$ cat config.mk
export PLATFORM = sky130hd
export DESIGN_NAME = dwsl_loader
export DESIGN_NICKNAME = d
export VERILOG_FILES = /design/src/hw/dwsl_loader.v
export VERILOG_INCLUDE_DIRS = /design/src /design/src/hw
export SDC_FILE = /design/constraint.sdc
export NUM_CORES = 1
export LEC_CHECK = 0
export ABC_AREA = 0
export BUFFER_PORTS_ARGS = -buffer_cell sky130_fd_sc_hd__buf_2
export CORE_UTILIZATION = 30
export DETAILED_ROUTE_END_ITERATION = 8
export GPL_TIMING_DRIVEN = 1
export SLEW_MARGIN = 0
export SYNTH_ARGS = -nofsm -noshare
export SYNTH_HDL_FRONTEND = slang
export SYNTH_SLANG_ARGS = --single-unit
$ cat constraint.sdc
create_clock -name CLK_I -period 1.84 [get_ports CLK_I]
set_clock_uncertainty 0.05 [all_clocks]
set_input_delay 0.368 -clock CLK_I [delete_from_list [all_inputs] [get_ports CLK_I]]
set_output_delay 0.368 -clock CLK_I [all_outputs]
set_load 0.005 [all_outputs]
$ cat src/hw/dwsl_regs.vh
// Purpose: Constants for the dual wiper serial loader
// Assumes: Included by hw/dwsl_loader.v
// Notes: Word layout, reset values and widths
`ifndef DWSL_REGS_VH
`define DWSL_REGS_VH
`define DWSL_WORD_W 9
`define DWSL_CODE_W 8
`define DWSL_CHAN_BIT 8
`define DWSL_CODE_MSB 7
`define DWSL_CODE_LSB 0
`define DWSL_MIDSCALE 8'h80
`define DWSL_SHIFT_RST 9'h000
`define DWSL_CHAN_FIRST 1'b0
`define DWSL_TAPS 256
`define DWSL_SCLK_IDLE 1'b0
`define DWSL_SDI_IDLE 1'b0
`define DWSL_CS_IDLE 1'b1
`endif

$ cat src/hw/dwsl_loader.v
// Purpose: Serial loader for a two channel, 256 position wiper pair
// Assumes: Serial clock, data and chip select are asynchronous pins sampled on CLK_I
// Notes: Power-on reset is the only reset; wiper codes drive the tap decoders
`timescale 1ns/1ps
`include "dwsl_regs.vh"
module dwsl_loader #(
  parameter WORD_W = `DWSL_WORD_W,
  parameter CODE_W = `DWSL_CODE_W,
  parameter TAPS = `DWSL_TAPS
) (
  // Clock and power-on reset
  input wire CLK_I,
  input wire RST_N_I,
  // Serial pins
  input wire SCLK_I,
  input wire SERIAL_DATA_IN_I,
  input wire CS_N_I,
  // Wiper codes toward the tap decoders
  output wire [CODE_W-1:0] WIPER1_CODE_O,
  output wire [CODE_W-1:0] WIPER2_CODE_O,
  // One-hot tap selects, bit 0 at the B end
  output wire [TAPS-1:0] WIPER1_TAP_O,
  output wire [TAPS-1:0] WIPER2_TAP_O,
  // One-cycle pulse as a wiper is loaded
  output wire UPDATE_O
);

  wire sclk_rise;
  wire sdi_s;
  wire cs_n_s;
  wire cs_rise;
  wire cs_low;
  reg [WORD_W-1:0] shift_q;
  reg [WORD_W-1:0] shift_d;
  reg [CODE_W-1:0] wiper1_q;
  reg [CODE_W-1:0] wiper1_d;
  reg [CODE_W-1:0] wiper2_q;
  reg [CODE_W-1:0] wiper2_d;
  reg update_q;

  // Serial clock: only its rising edge counts; clean edges assumed
  dwsl_sync #(
    .RST_LEVEL(`DWSL_SCLK_IDLE)
  ) u_sclk_sync (
    .clk_i(CLK_I),
    .rst_n_i(RST_N_I),
    .pin_i(SCLK_I),
    .level_o(),
    .rise_o(sclk_rise)
  );

  // Serial data: level only, aligned with the clock edge detector
  dwsl_sync #(
    .RST_LEVEL(`DWSL_SDI_IDLE)
  ) u_sdi_sync (
    .clk_i(CLK_I),
    .rst_n_i(RST_N_I),
    .pin_i(SERIAL_DATA_IN_I),
    .level_o(sdi_s),
    .rise_o()
  );

  // Chip select resets high so a select held high across reset loads nothing
  dwsl_sync #(
    .RST_LEVEL(`DWSL_CS_IDLE)
  ) u_cs_sync (
    .clk_i(CLK_I),
    .rst_n_i(RST_N_I),
    .pin_i(CS_N_I),
    .level_o(cs_n_s),
    .rise_o(cs_rise)
  );

  assign cs_low = ~cs_n_s;

  always @* begin
    shift_d = shift_q;
    if (sclk_rise && cs_low) begin
      // Older bits fall off the top, keeping the last nine
      shift_d = {shift_q[WORD_W-2:0], sdi_s};
    end
  end

  always @* begin
    wiper1_d = wiper1_q;
    wiper2_d = wiper2_q;
    if (cs_rise) begin
      // Channel bit picks the target; the other wiper holds
      if (shift_q[`DWSL_CHAN_BIT] == `DWSL_CHAN_FIRST) begin
        wiper1_d = shift_q[`DWSL_CODE_MSB:`DWSL_CODE_LSB];
      end else begin
        wiper2_d = shift_q[`DWSL_CODE_MSB:`DWSL_CODE_LSB];
      end
    end
  end

  always @(posedge CLK_I or negedge RST_N_I) begin
    if (!RST_N_I) begin
      shift_q <= `DWSL_SHIFT_RST;
      wiper1_q <= `DWSL_MIDSCALE;
      wiper2_q <= `DWSL_MIDSCALE;
      update_q <= 1'b0;
    end else begin
      shift_q <= shift_d;
      wiper1_q <= wiper1_d;
      wiper2_q <= wiper2_d;
      update_q <= cs_rise;
    end
  end

  assign WIPER1_CODE_O = wiper1_q;
  assign WIPER2_CODE_O = wiper2_q;
  assign UPDATE_O = update_q;

  // Tap selects are registered from the next code, so they move with it
  dwsl_tap_dec #(
    .CODE_W(CODE_W),
    .TAPS(TAPS)
  ) u_tap1 (
    .clk_i(CLK_I),
    .rst_n_i(RST_N_I),
    .code_i(wiper1_d),
    .tap_o(WIPER1_TAP_O)
  );

  dwsl_tap_dec #(
    .CODE_W(CODE_W),
    .TAPS(TAPS)
  ) u_tap2 (
    .clk_i(CLK_I),
    .rst_n_i(RST_N_I),
    .code_i(wiper2_d),
    .tap_o(WIPER2_TAP_O)
  );

endmodule // dwsl_loader

// Two flip-flops against metastability, a third only to find rising edges
module dwsl_sync #(
  parameter [0:0] RST_LEVEL = 1'b0
) (
  // Clock and reset
  input wire clk_i,
  input wire rst_n_i,
  // Asynchronous pin
  input wire pin_i,
  // Synchronised level and its rising edge
  output wire level_o,
  output wire rise_o
);

  reg meta_q;
  reg level_q;
  reg prev_q;

  // Reset to the pin's idle level so release shows no false edge
  always @(posedge clk_i or negedge rst_n_i) begin
    if (!rst_n_i) begin
      meta_q <= RST_LEVEL;
      level_q <= RST_LEVEL;
      prev_q <= RST_LEVEL;
    end else begin
      meta_q <= pin_i;
      level_q <= meta_q;
      prev_q <= level_q;
    end
  end

  assign level_o = level_q;
  assign rise_o = level_q & ~prev_q;

endmodule // dwsl_sync

// One-hot tap select: code 0 is the B end, code N selects tap N
module dwsl_tap_dec #(
  parameter CODE_W = `DWSL_CODE_W,
  parameter TAPS = `DWSL_TAPS
) (
  // Clock and reset
  input wire clk_i,
  input wire rst_n_i,
  // Code that the wiper register takes at the next edge
  input wire [CODE_W-1:0] code_i,
  // Registered tap select
  output wire [TAPS-1:0] tap_o
);

  reg [TAPS-1:0] tap_q;
  reg [TAPS-1:0] tap_d;

  always @* begin
    tap_d = {{(TAPS-1){1'b0}}, 1'b1} << code_i;
  end

  always @(posedge clk_i or negedge rst_n_i) begin
    if (!rst_n_i) begin
      tap_q <= {{(TAPS-1){1'b0}}, 1'b1} << `DWSL_MIDSCALE;
    end else begin
      tap_q <= tap_d;
    end
  end

  assign tap_o = tap_q;

endmodule // dwsl_tap_dec

* After elaboration in Yosys (flattened, before gate mapping) *
Index checks and enable logic that the tools add are counted.
Widths: inputs -> output; s select.

word-level totals
  register bits after elaboration = 546
  output and inout port bits = 529
  logic and storage cells = 26

cells by class
  shift operators = 2
  muxes and demuxes = 4
  bitwise gates (word level) = 5
  reduce and logical (&&, ||, !) cells = 1

operator list
  kind                   count
  $shl 1x8->256 const A  2
  $mux 8                 4
  $not 1->1              3
  $and 1x1->1            2
  $logic_and 1x1->1      1

* Logic depth before layout (Yosys ltp) *
Gate-level depths: netlist of run 1.

  depth after elaboration = 4
  gate-level depth with buffers = 7
  depth with buffers taken out = 4

* Cells and area by module *
From an unflattened synthesis of run 1, not the netlist that was laid out.

second synthesis, totals
  cells, all modules = 1362
  area, all modules = 18250.0 um2

by module, submodules not included
  module                        times used  cells an instance  area each (um2)  seq. area each (um2)
  dwsl_tap_dec                  2           647                8483.1           6407.4
  dwsl_loader                   1           56                 1013.5           653.1
  dwsl_sync at u_sclk_sync ...  2           4                  88.8             75.1
  dwsl_sync at u_cs_sync        1           4                  92.6             78.8

* Worst setup path after synthesis of run 1 *
OpenSTA, ideal clock, no wires.

  kind = flip-flop to flip-flop
  from = register u_cs_sync.prev_q
  to = register u_tap2.tap_q[209] (netlist: u_tap2.tap_o[209])
  data arrival time = 1772 ps
  data required time = 1650 ps
  slack = -122 ps
  cell stages (with the launch flop) = 7
  buffers on the path = 3
  clock period less this slack = 1962 ps
  cell sequence = dfstp_2 -> nand3b_1 -> buf_2 -> buf_4 -> buf_2 -> mux2i_1 -> nor2_1

between the ends
  word-level cells in the longest chain between the ends = 4

RTL lines
  item                      RTL line           RTL
  start: declaration        dwsl_loader.v:154  reg prev_q;
  start signal: assignment  dwsl_loader.v:165  prev_q <= level_q;
  $not 1->1                 dwsl_loader.v:170  assign rise_o = level_q & ~prev_q;
  $and 1x1->1               dwsl_loader.v:170
  $mux 8                    dwsl_loader.v:87   if (cs_rise) begin
  $shl 1x8->256             dwsl_loader.v:192  tap_d = {{(TAPS-1){1'b0}}, 1'b1} << code_i;
  via u_tap2.tap_d[209]     dwsl_loader.v:189  reg [TAPS-1:0] tap_d;
  end signal: assignment    dwsl_loader.v:197  tap_q <= {{(TAPS-1){1'b0}}, 1'b1} << `DWSL_MIDSCALE;
  end signal: assignment    dwsl_loader.v:199  tap_q <= tap_d;
  end: declaration          dwsl_loader.v:188  reg [TAPS-1:0] tap_q;

The timed path passes the listed nets, and every way through them passes these cells.
A chain may end at the register's enable or synchronous reset.

* Worst setup path in the final report of run 1 *
  from = register u_cs_sync.level_q (netlist: u_cs_sync.level_o)
  to = register u_tap1.tap_q[93] (netlist: u_tap1.tap_o[93])

between the ends
  word-level cells in the longest chain between the ends = 3

RTL lines
  item                      RTL line           RTL
  start: declaration        dwsl_loader.v:153  reg level_q;
  start signal: assignment  dwsl_loader.v:164  level_q <= meta_q;
  $and 1x1->1               dwsl_loader.v:170
  $mux 8                    dwsl_loader.v:87
  $shl 1x8->256             dwsl_loader.v:192
  via u_tap1.tap_d[93]      dwsl_loader.v:189
  end signal: assignment    dwsl_loader.v:197
  end signal: assignment    dwsl_loader.v:199
  end: declaration          dwsl_loader.v:188

The timed path passes the listed nets, and every way through them passes these cells.

==> metrics.md, run 1 <==
| Metric | Value |
|---|---|
| Run status | complete, but fails checks |
| Failing checks | negative setup slack |
| DRC errors left | 0 |
| Largest area contributor in the synthesized netlist | dfrtp_1 |
| Setup total negative slack | -27.37 ns |
| Initial Util | 30.5% |
| Largest stage delay, worst path | 0.53 ns |
| Pwr Density | 1230 nW/um2 |
| Crit path max fanout | 7 |
| Worst min path class | primary input to async pin |
| Iter 0 DRT Violations | 1316 |
| Placed instance count | 3205 |
| CP arrival | 2.49 ns |
| Final wirelength | 72800 um |
| Final HPWL DP | 49300 um |
| Highest-count cells in the layout ignoring fill and taps | buf_2 (530), dfrtp_1 (522), nor2_1 (241) |
| Setup ws final | -0.160 ns |
| Seq cells post-synth | 546 |
| Port Buf Inserts | 533 |
| Syn-to-layout area delta | 47.7% |
| Leakage | 15.1 nW |
| Area share of the largest cell type after synthesis | 65.3% |
| CTS root buf | clkbuf_16 |
| Yosys warnings | 0 |
| Total CTS buffers | 58 |
| Register area share after synthesis | 66.2% |
| CP Cell Sequence | buf_4, or3b_4, mux2_4, clkbuf_16, a21oi_2 |
| Core ar. | 67600 um2 |
| Post-Synthesis Mean Instance Area | 12.1 um2 |
| Final std cells w/o fill | 3374 |
| Post-synth top flop | dfrtp_1 |
| Pins Over Slew Limit | 0 |
| Worst VDD drop | 1.30 mV |
| Post-layout util | 45.1% |
| Rows | 95 |
| Setup CP Type | flop to flop |
| EDFF count, synth | 0 |
| Worst setup SP type | flop |
| Slew @ Worst Pin | 0.618 ns |
| Drt first pass iters | 8 |
| Tmin final | 2.00 ns |
| Antenna violations before repair | 1 |
| Number of max-cap violations | 0 |
| RD Place Congestion | 0.855 |
| Final instance area | 30500 um2 |
| H-Tree Depth | 2 |
| First-pass GRT wire length | 109000 um |
| Worst EP required | 2.33 ns |
| Vias in the first global route | 17400 |
| Setup WS pre-CTS | -0.243 ns |
| Most common cell after layout, fill and taps aside | buf_2 |
| # clock sinks | 546 |
| RSZ-0062 raised after global routing | true |
| Drt wl/cell | 21.6 um |
| Period utilization | 109% |
| Worst-case clock buffer depth | 3 |
| Final Hold Viols | 0 |
| Vias | 16600 |
| CP endpoint kind | flop |
| Synthesized instance count | 1704 |
| Die W | 264 um |
| Normalized max-slew margin | 58.2% |
| Distinct cells, synth | 39 |
| DIE AREA | 69900 um2 |
| Placement Cell Area | 26500 um2 |
| Fin nets | 2454 |
| Maximum clock frequency | 500 MHz |
| Largest net degree at the start of global routing | 81 |
| Die H | 264 um |
| FFs w/ async S/R, synth | 100% |
| Fraction of layout cells with a size suffix above 1 | 48.4% |
| Top Ports | 534 |
| CP max-delay cell | dfstp_2 |
| Syn Std Cell Area | 20600 um2 |
| CTS tree | yes |
| Clock Latency Late Sink | 0.64 ns |
| Final setup vio count | 414 |
| Remaining antenna violation count after routing | 0 |
| GR Overflow Total | 0 |
| Total track usage | 20.2% |
| Synth area leaders | dfrtp_1 (65%), nor2_1 (5.1%), mux2i_1 (3.2%), a21oi_1 (2.8%), nor4bb_1 (2.8%) |
| Clock slew at reported path FFs | 0.06 ns |
| Syn nets | 1709 |
| DR vias/cell | 4.92 |
## through the flow
step           hold slack [ns]  power (mW)
6_report                 0.155        37.6
5_1_grt                  0.157        39.1
4_1_cts                  0.126        37.4
3_5_place_dp             0.209        23.2
3_3_place_gp             0.206        23.0
2_1_floorplan           0.0224        18.1
## cell usage after synthesis (39+ instances only)
| library cell | instances |
|---|---|
| nor4bb_1 | 57 |
| nor2_1 | 280 |
| mux2i_1 | 65 |
| dfrtp_1 | 539 |
| nand2_1 | 48 |
| clkbuf_1 | 117 |
| nand4b_1 | 43 |
| nor4b_1 | 39 |
| a21oi_1 | 114 |
| nor3_1 | 105 |
| mux2_2 | 39 |
| nand3_1 | 40 |
## routing by layer
layer  up-vias  wire length, um  part of all wire (%)  global-route usage, %
li1       7428                -                     -                      -
met1      8393            29000                    40                   24.5
met2       648            37100                    51                   35.4
met3       116             4870                   6.7                   4.85
met4         0             1830                   2.5                   6.07
met5         -                0                     0                      0
## cell families (layout without fill, tap and decap cells)
family          count (synthesis)  count (layout)  synth area share, %
mux                           122             126                 6.74
other cells                     0               3                    0
buf+inv                       164             953                 3.58
flops                         546             546                 66.2
compound gates                136             136                 3.56
simple gates                  736             737                 19.9
## state kept, by name, indices dropped and copies added, names as in the netlist
| register | cells |
|---|---|
| u_sclk_sync.meta_q | 1 |
| u_sdi_sync.level_o | 1 |
| u_tap2.tap_o | 256 |
| u_cs_sync.level_o | 1 |
| WIPER1_CODE_O | 8 |
| u_sclk_sync.level_o | 1 |
| u_cs_sync.meta_q | 1 |
| UPDATE_O | 1 |
| WIPER2_CODE_O | 8 |
| shift_q | 9 |
| u_sdi_sync.meta_q | 1 |
| u_tap1.tap_o | 256 |
| u_cs_sync.prev_q | 1 |
| u_sclk_sync.prev_q | 1 |
## timing repair
item                                    4_1_cts  5_1_grt
endpoints found under the hold margin       188        0
gates cloned                                 14        4
pin swaps                                    28       27
hold buffers                                  4        0
endpoints found under the setup margin      376      510
gates resized for setup                     171      124
setup buffers                                26       10
## where the power goes
part / leakage, nW / switching, mW / internal [mW] / total (mW)
Combinational: 6.50 / 6.89 / 4.92 / 11.8
Clock: 1.04 / 5.19 / 7.74 / 12.9
Sequential: 7.54 / 0.405 / 12.4 / 12.9
Total: 15.1 / 12.5 / 25.1 / 37.6
## layout make-up
type | instances | area (um2)
fillers | 6131 | 37100
flip-flops and latches | 546 | 13700
multi-input cells | 999 | 7440
repair buffers | 841 | 6070
clock buffers | 72 | 1610
well taps | 873 | 1090
clock inverters | 37 | 538
inverters | 2 | 13.8
repair inverters | 1 | 7.51
diodes | 3 | 7.51
## worst paths after layout
check / from / endpoint / slack [ns] / cells past startpoint
min in group CLK_I: u_sdi_sync.meta_q / u_sdi_sync.level_o / 0.30 / 0
max in group asynchronous: RST_N_I / u_tap2.tap_o[35] / 0.80 / 4
worst max-delay path: u_cs_sync.level_o / u_tap1.tap_o[93] / -0.16 / 5
worst min register to register: u_sdi_sync.meta_q / u_sdi_sync.level_o / 0.30 / 0
worst max register to register: u_cs_sync.level_o / u_tap1.tap_o[93] / -0.16 / 5
worst min-delay path: RST_N_I / u_tap1.tap_o[133] / 0.16 / 2
## worst max-delay path, delay by kind of cell (launching register included)
| kind | cells | cell delay (ns) |
|---|---|---|
| buf+inv | 2 | 0.31 |
| mux | 1 | 0.44 |
| simple gates | 1 | 0.49 |
| flops | 1 | 0.53 |
| compound gates | 1 | 0.11 |
Power figures use the tool's default switching activity.
==> inputs of run 2 (changes only) <==
--- a/config.mk
+++ b/config.mk
@@ -10,8 +10,11 @@
 export BUFFER_PORTS_ARGS = -buffer_cell sky130_fd_sc_hd__buf_2
 export CORE_UTILIZATION = 30
 export DETAILED_ROUTE_END_ITERATION = 8
+export GPL_ROUTABILITY_DRIVEN = 0
 export GPL_TIMING_DRIVEN = 1
+export SETUP_SLACK_MARGIN = 0.2
 export SLEW_MARGIN = 0
 export SYNTH_ARGS = -nofsm -noshare
 export SYNTH_HDL_FRONTEND = slang
+export SYNTH_HIERARCHICAL = 1
 export SYNTH_SLANG_ARGS = --single-unit
==> metrics.md, run 2 <==
| Metric | Value |
|---|---|
| Final setup vio count | 513 (+24%) |
| FF-to-FF setup slack | -0.55 ns (-0.39 ns) |
| Tmin final | 2.39 ns (+0.389 ns) |
| PnR Total Power | 36.0 mW (-4.3%) |
| Leakage | 14.5 nW (-3.6%) |
| Worst setup SP type | flop |
| Rows | 89 (-6.3%) |
| Period utilization | 130% (+21 points) |
| Total track usage | 19.4% (-0.85 points) |
| Vias | 13600 (-18%) |
| Cell family with most CP delay | simple AND/OR/NAND/NOR gates |
| Most common cell after layout, fill and taps aside | dfrtp_1 |
| Post-layout util | 47.6% (+2.5 points) |
| Port Buf Inserts | 533 (unchanged) |
| Final HPWL DP | 42400 um (-14%) |
| H-Tree Depth | 2 (unchanged) |
| Ant diodes | 0 (-3) |
| Clock slew at reported path FFs | 0.06 ns (about the same) |
| Initial Util | 30.6% (+0.095 points) |
| Normalized max-slew margin | 72.3% (+14 points) |
| GR Overflow Total | 0 (unchanged) |
| CP arrival | 2.86 ns (+0.37 ns) |
| Drt first pass iters | 5 (-3) |
| CP endpoint kind | flop |
| Synthesized instance count | 1360 (-20%) |
| Final Hold Viols | 0 (unchanged) |
| First-pass GRT wire length | 89000 um (-18%) |
| Setup total negative slack | -223.21 ns (-195.83 ns) |
| Core ar. | 59500 um2 (-12%) |
| Number of max-cap violations | 0 (unchanged) |
| Run status | complete, but fails checks |
| Syn Std Cell Area | 18200 um2 (-12%) |
| Fin nets | 2131 (-13%) |
| Total CTS buffers | 57 (-1.7%) |
| CP Cell Sequence | nor2b_4, buf_6, nand2b_4, mux2_4, buf_6, or4_4, nor2_2 |
| Maximum clock frequency | 419 MHz (-16%) |
| Drt wl/cell | 21.1 um (-2.3%) |
| Vias in the first global route | 14300 (-18%) |
| Antenna violations before repair | 0 (-1) |
| Fraction of layout cells with a size suffix above 1 | 58.0% (+9.6 points) |
| Failing checks | negative setup slack |
| DIE AREA | 61700 um2 (-12%) |
| Syn nets | 1365 (-20%) |
| Setup CP Type | flop to flop |
| Yosys warnings | 6 (+6) |
| CTS root buf | clkbuf_16 |
| CTS tree | yes |
| Worst min path class | primary input to async pin |
| WP depth | 7 (+2) |
| RSZ-0062 raised after global routing | true |
| Post-Synthesis Mean Instance Area | 13.4 um2 (+11%) |
| Crit path max fanout | 7 (unchanged) |
| Worst R2R Start | u_cs_sync/level_o |
| Worst VDD drop | 0.789 mV (-39%) |
| Highest-count cells in the layout ignoring fill and taps | dfrtp_1 (539), buf_2 (532), nor2_1 (273) |
| Iter 0 DRT Violations | 684 (-48%) |
| Top Ports | 534 (unchanged) |
| Die W | 248 um (-6.0%) |
| R2R depth | 7 (+2) |
| Worst setup path endpoint | u_tap1/tap_o[34] |
| Remaining antenna violation count after routing | 0 (unchanged) |
| CP dominant cell by count | buf_6 |
| Pwr Density | 1270 nW/um2 (+3.1%) |
| DR vias/cell | 4.60 (-6.4%) |
| Min Hold Slack | 0.211 ns (+0.0555 ns) |
| CP max-delay cell | or4_4 |
| Buffers & Inverters on Critical Path | 2 (unchanged) |
| Pins Over Slew Limit | 0 (unchanged) |
| Setup ws final | -0.548 ns (-0.389 ns) |
| Worst EP required | 2.31 ns (-0.02 ns) |
| # clock sinks | 546 (unchanged) |
| Worst-case clock buffer depth | 3 (unchanged) |
| Worst setup path startpoint | u_cs_sync/level_o |
| Final wirelength | 62200 um (-15%) |
| Clock Latency Late Sink | 0.61 ns (-0.03 ns) |
| Slew @ Worst Pin | 0.415 ns (-0.203 ns) |
| Syn-to-layout area delta | 55.3% |
| Setup WS pre-CTS | -0.616 ns (-0.374 ns) |
| Die H | 248 um (-6.0%) |
| Largest stage delay, worst path | 0.62 ns (+0.09 ns) |
| Largest net degree at the start of global routing | 58 (-28%) |
| Worst R2R End | u_tap1/tap_o[34] |
| DRC errors left | 0 (unchanged) |
-- run 2: report_power, final --
group          switching [mW]  internal (mW)
Sequential              0.391           12.4
Combinational            5.86           5.06
Clock                    4.80           7.41
-- run 2: worst min-delay path by stage --
stage	end	cells past startpoint	from
6_report	u_tap2/tap_o[17]	2	RST_N_I
2_1_floorplan	UPDATE_O	0	RST_N_I
3_5_place_dp	shift_q[3]	1	RST_N_I
3_3_place_gp	shift_q[3]	1	RST_N_I
4_1_cts	u_tap2/tap_o[133]	2	RST_N_I
5_1_grt	u_tap2/tap_o[17]	2	RST_N_I
-- run 2: timing repair --
item                                    4_1_cts  5_1_grt
setup buffers                                43        8
resized for setup                           376      167
cloned                                       20        5
endpoints found under the setup margin      525      533
hold buffers                                  4        0
hold endpoints to repair                    137        0
pin swaps                                   143       54
-- run 2: area by class of cell --
class | count | area [um2]
clock buffer | 80 | 1660
fill | 5190 | 31200
sequential | 546 | 13700
timing repair buffer | 819 | 5940
multi-input combinational | 702 | 5680
clock inverter | 27 | 367
tap | 773 | 967
-- run 2: metrics by stage --
step                      std cells  cell area [um2]
after global placement         2760            23400
after CTS                      2934            27500
after floorplan                1360            18700
after global routing           2947            28300
final                          2947            28300
after detailed placement       2760            23400
-- run 2: metal layers --
layer	vias to the layer above	part of all wire [%]	global-route usage, %
met2	532	50	33.2
met1	6918	39	23.4
met4	0	2.7	6.26
li1	6010	-	-
met5	-	0	0
met3	98	7.8	5.46
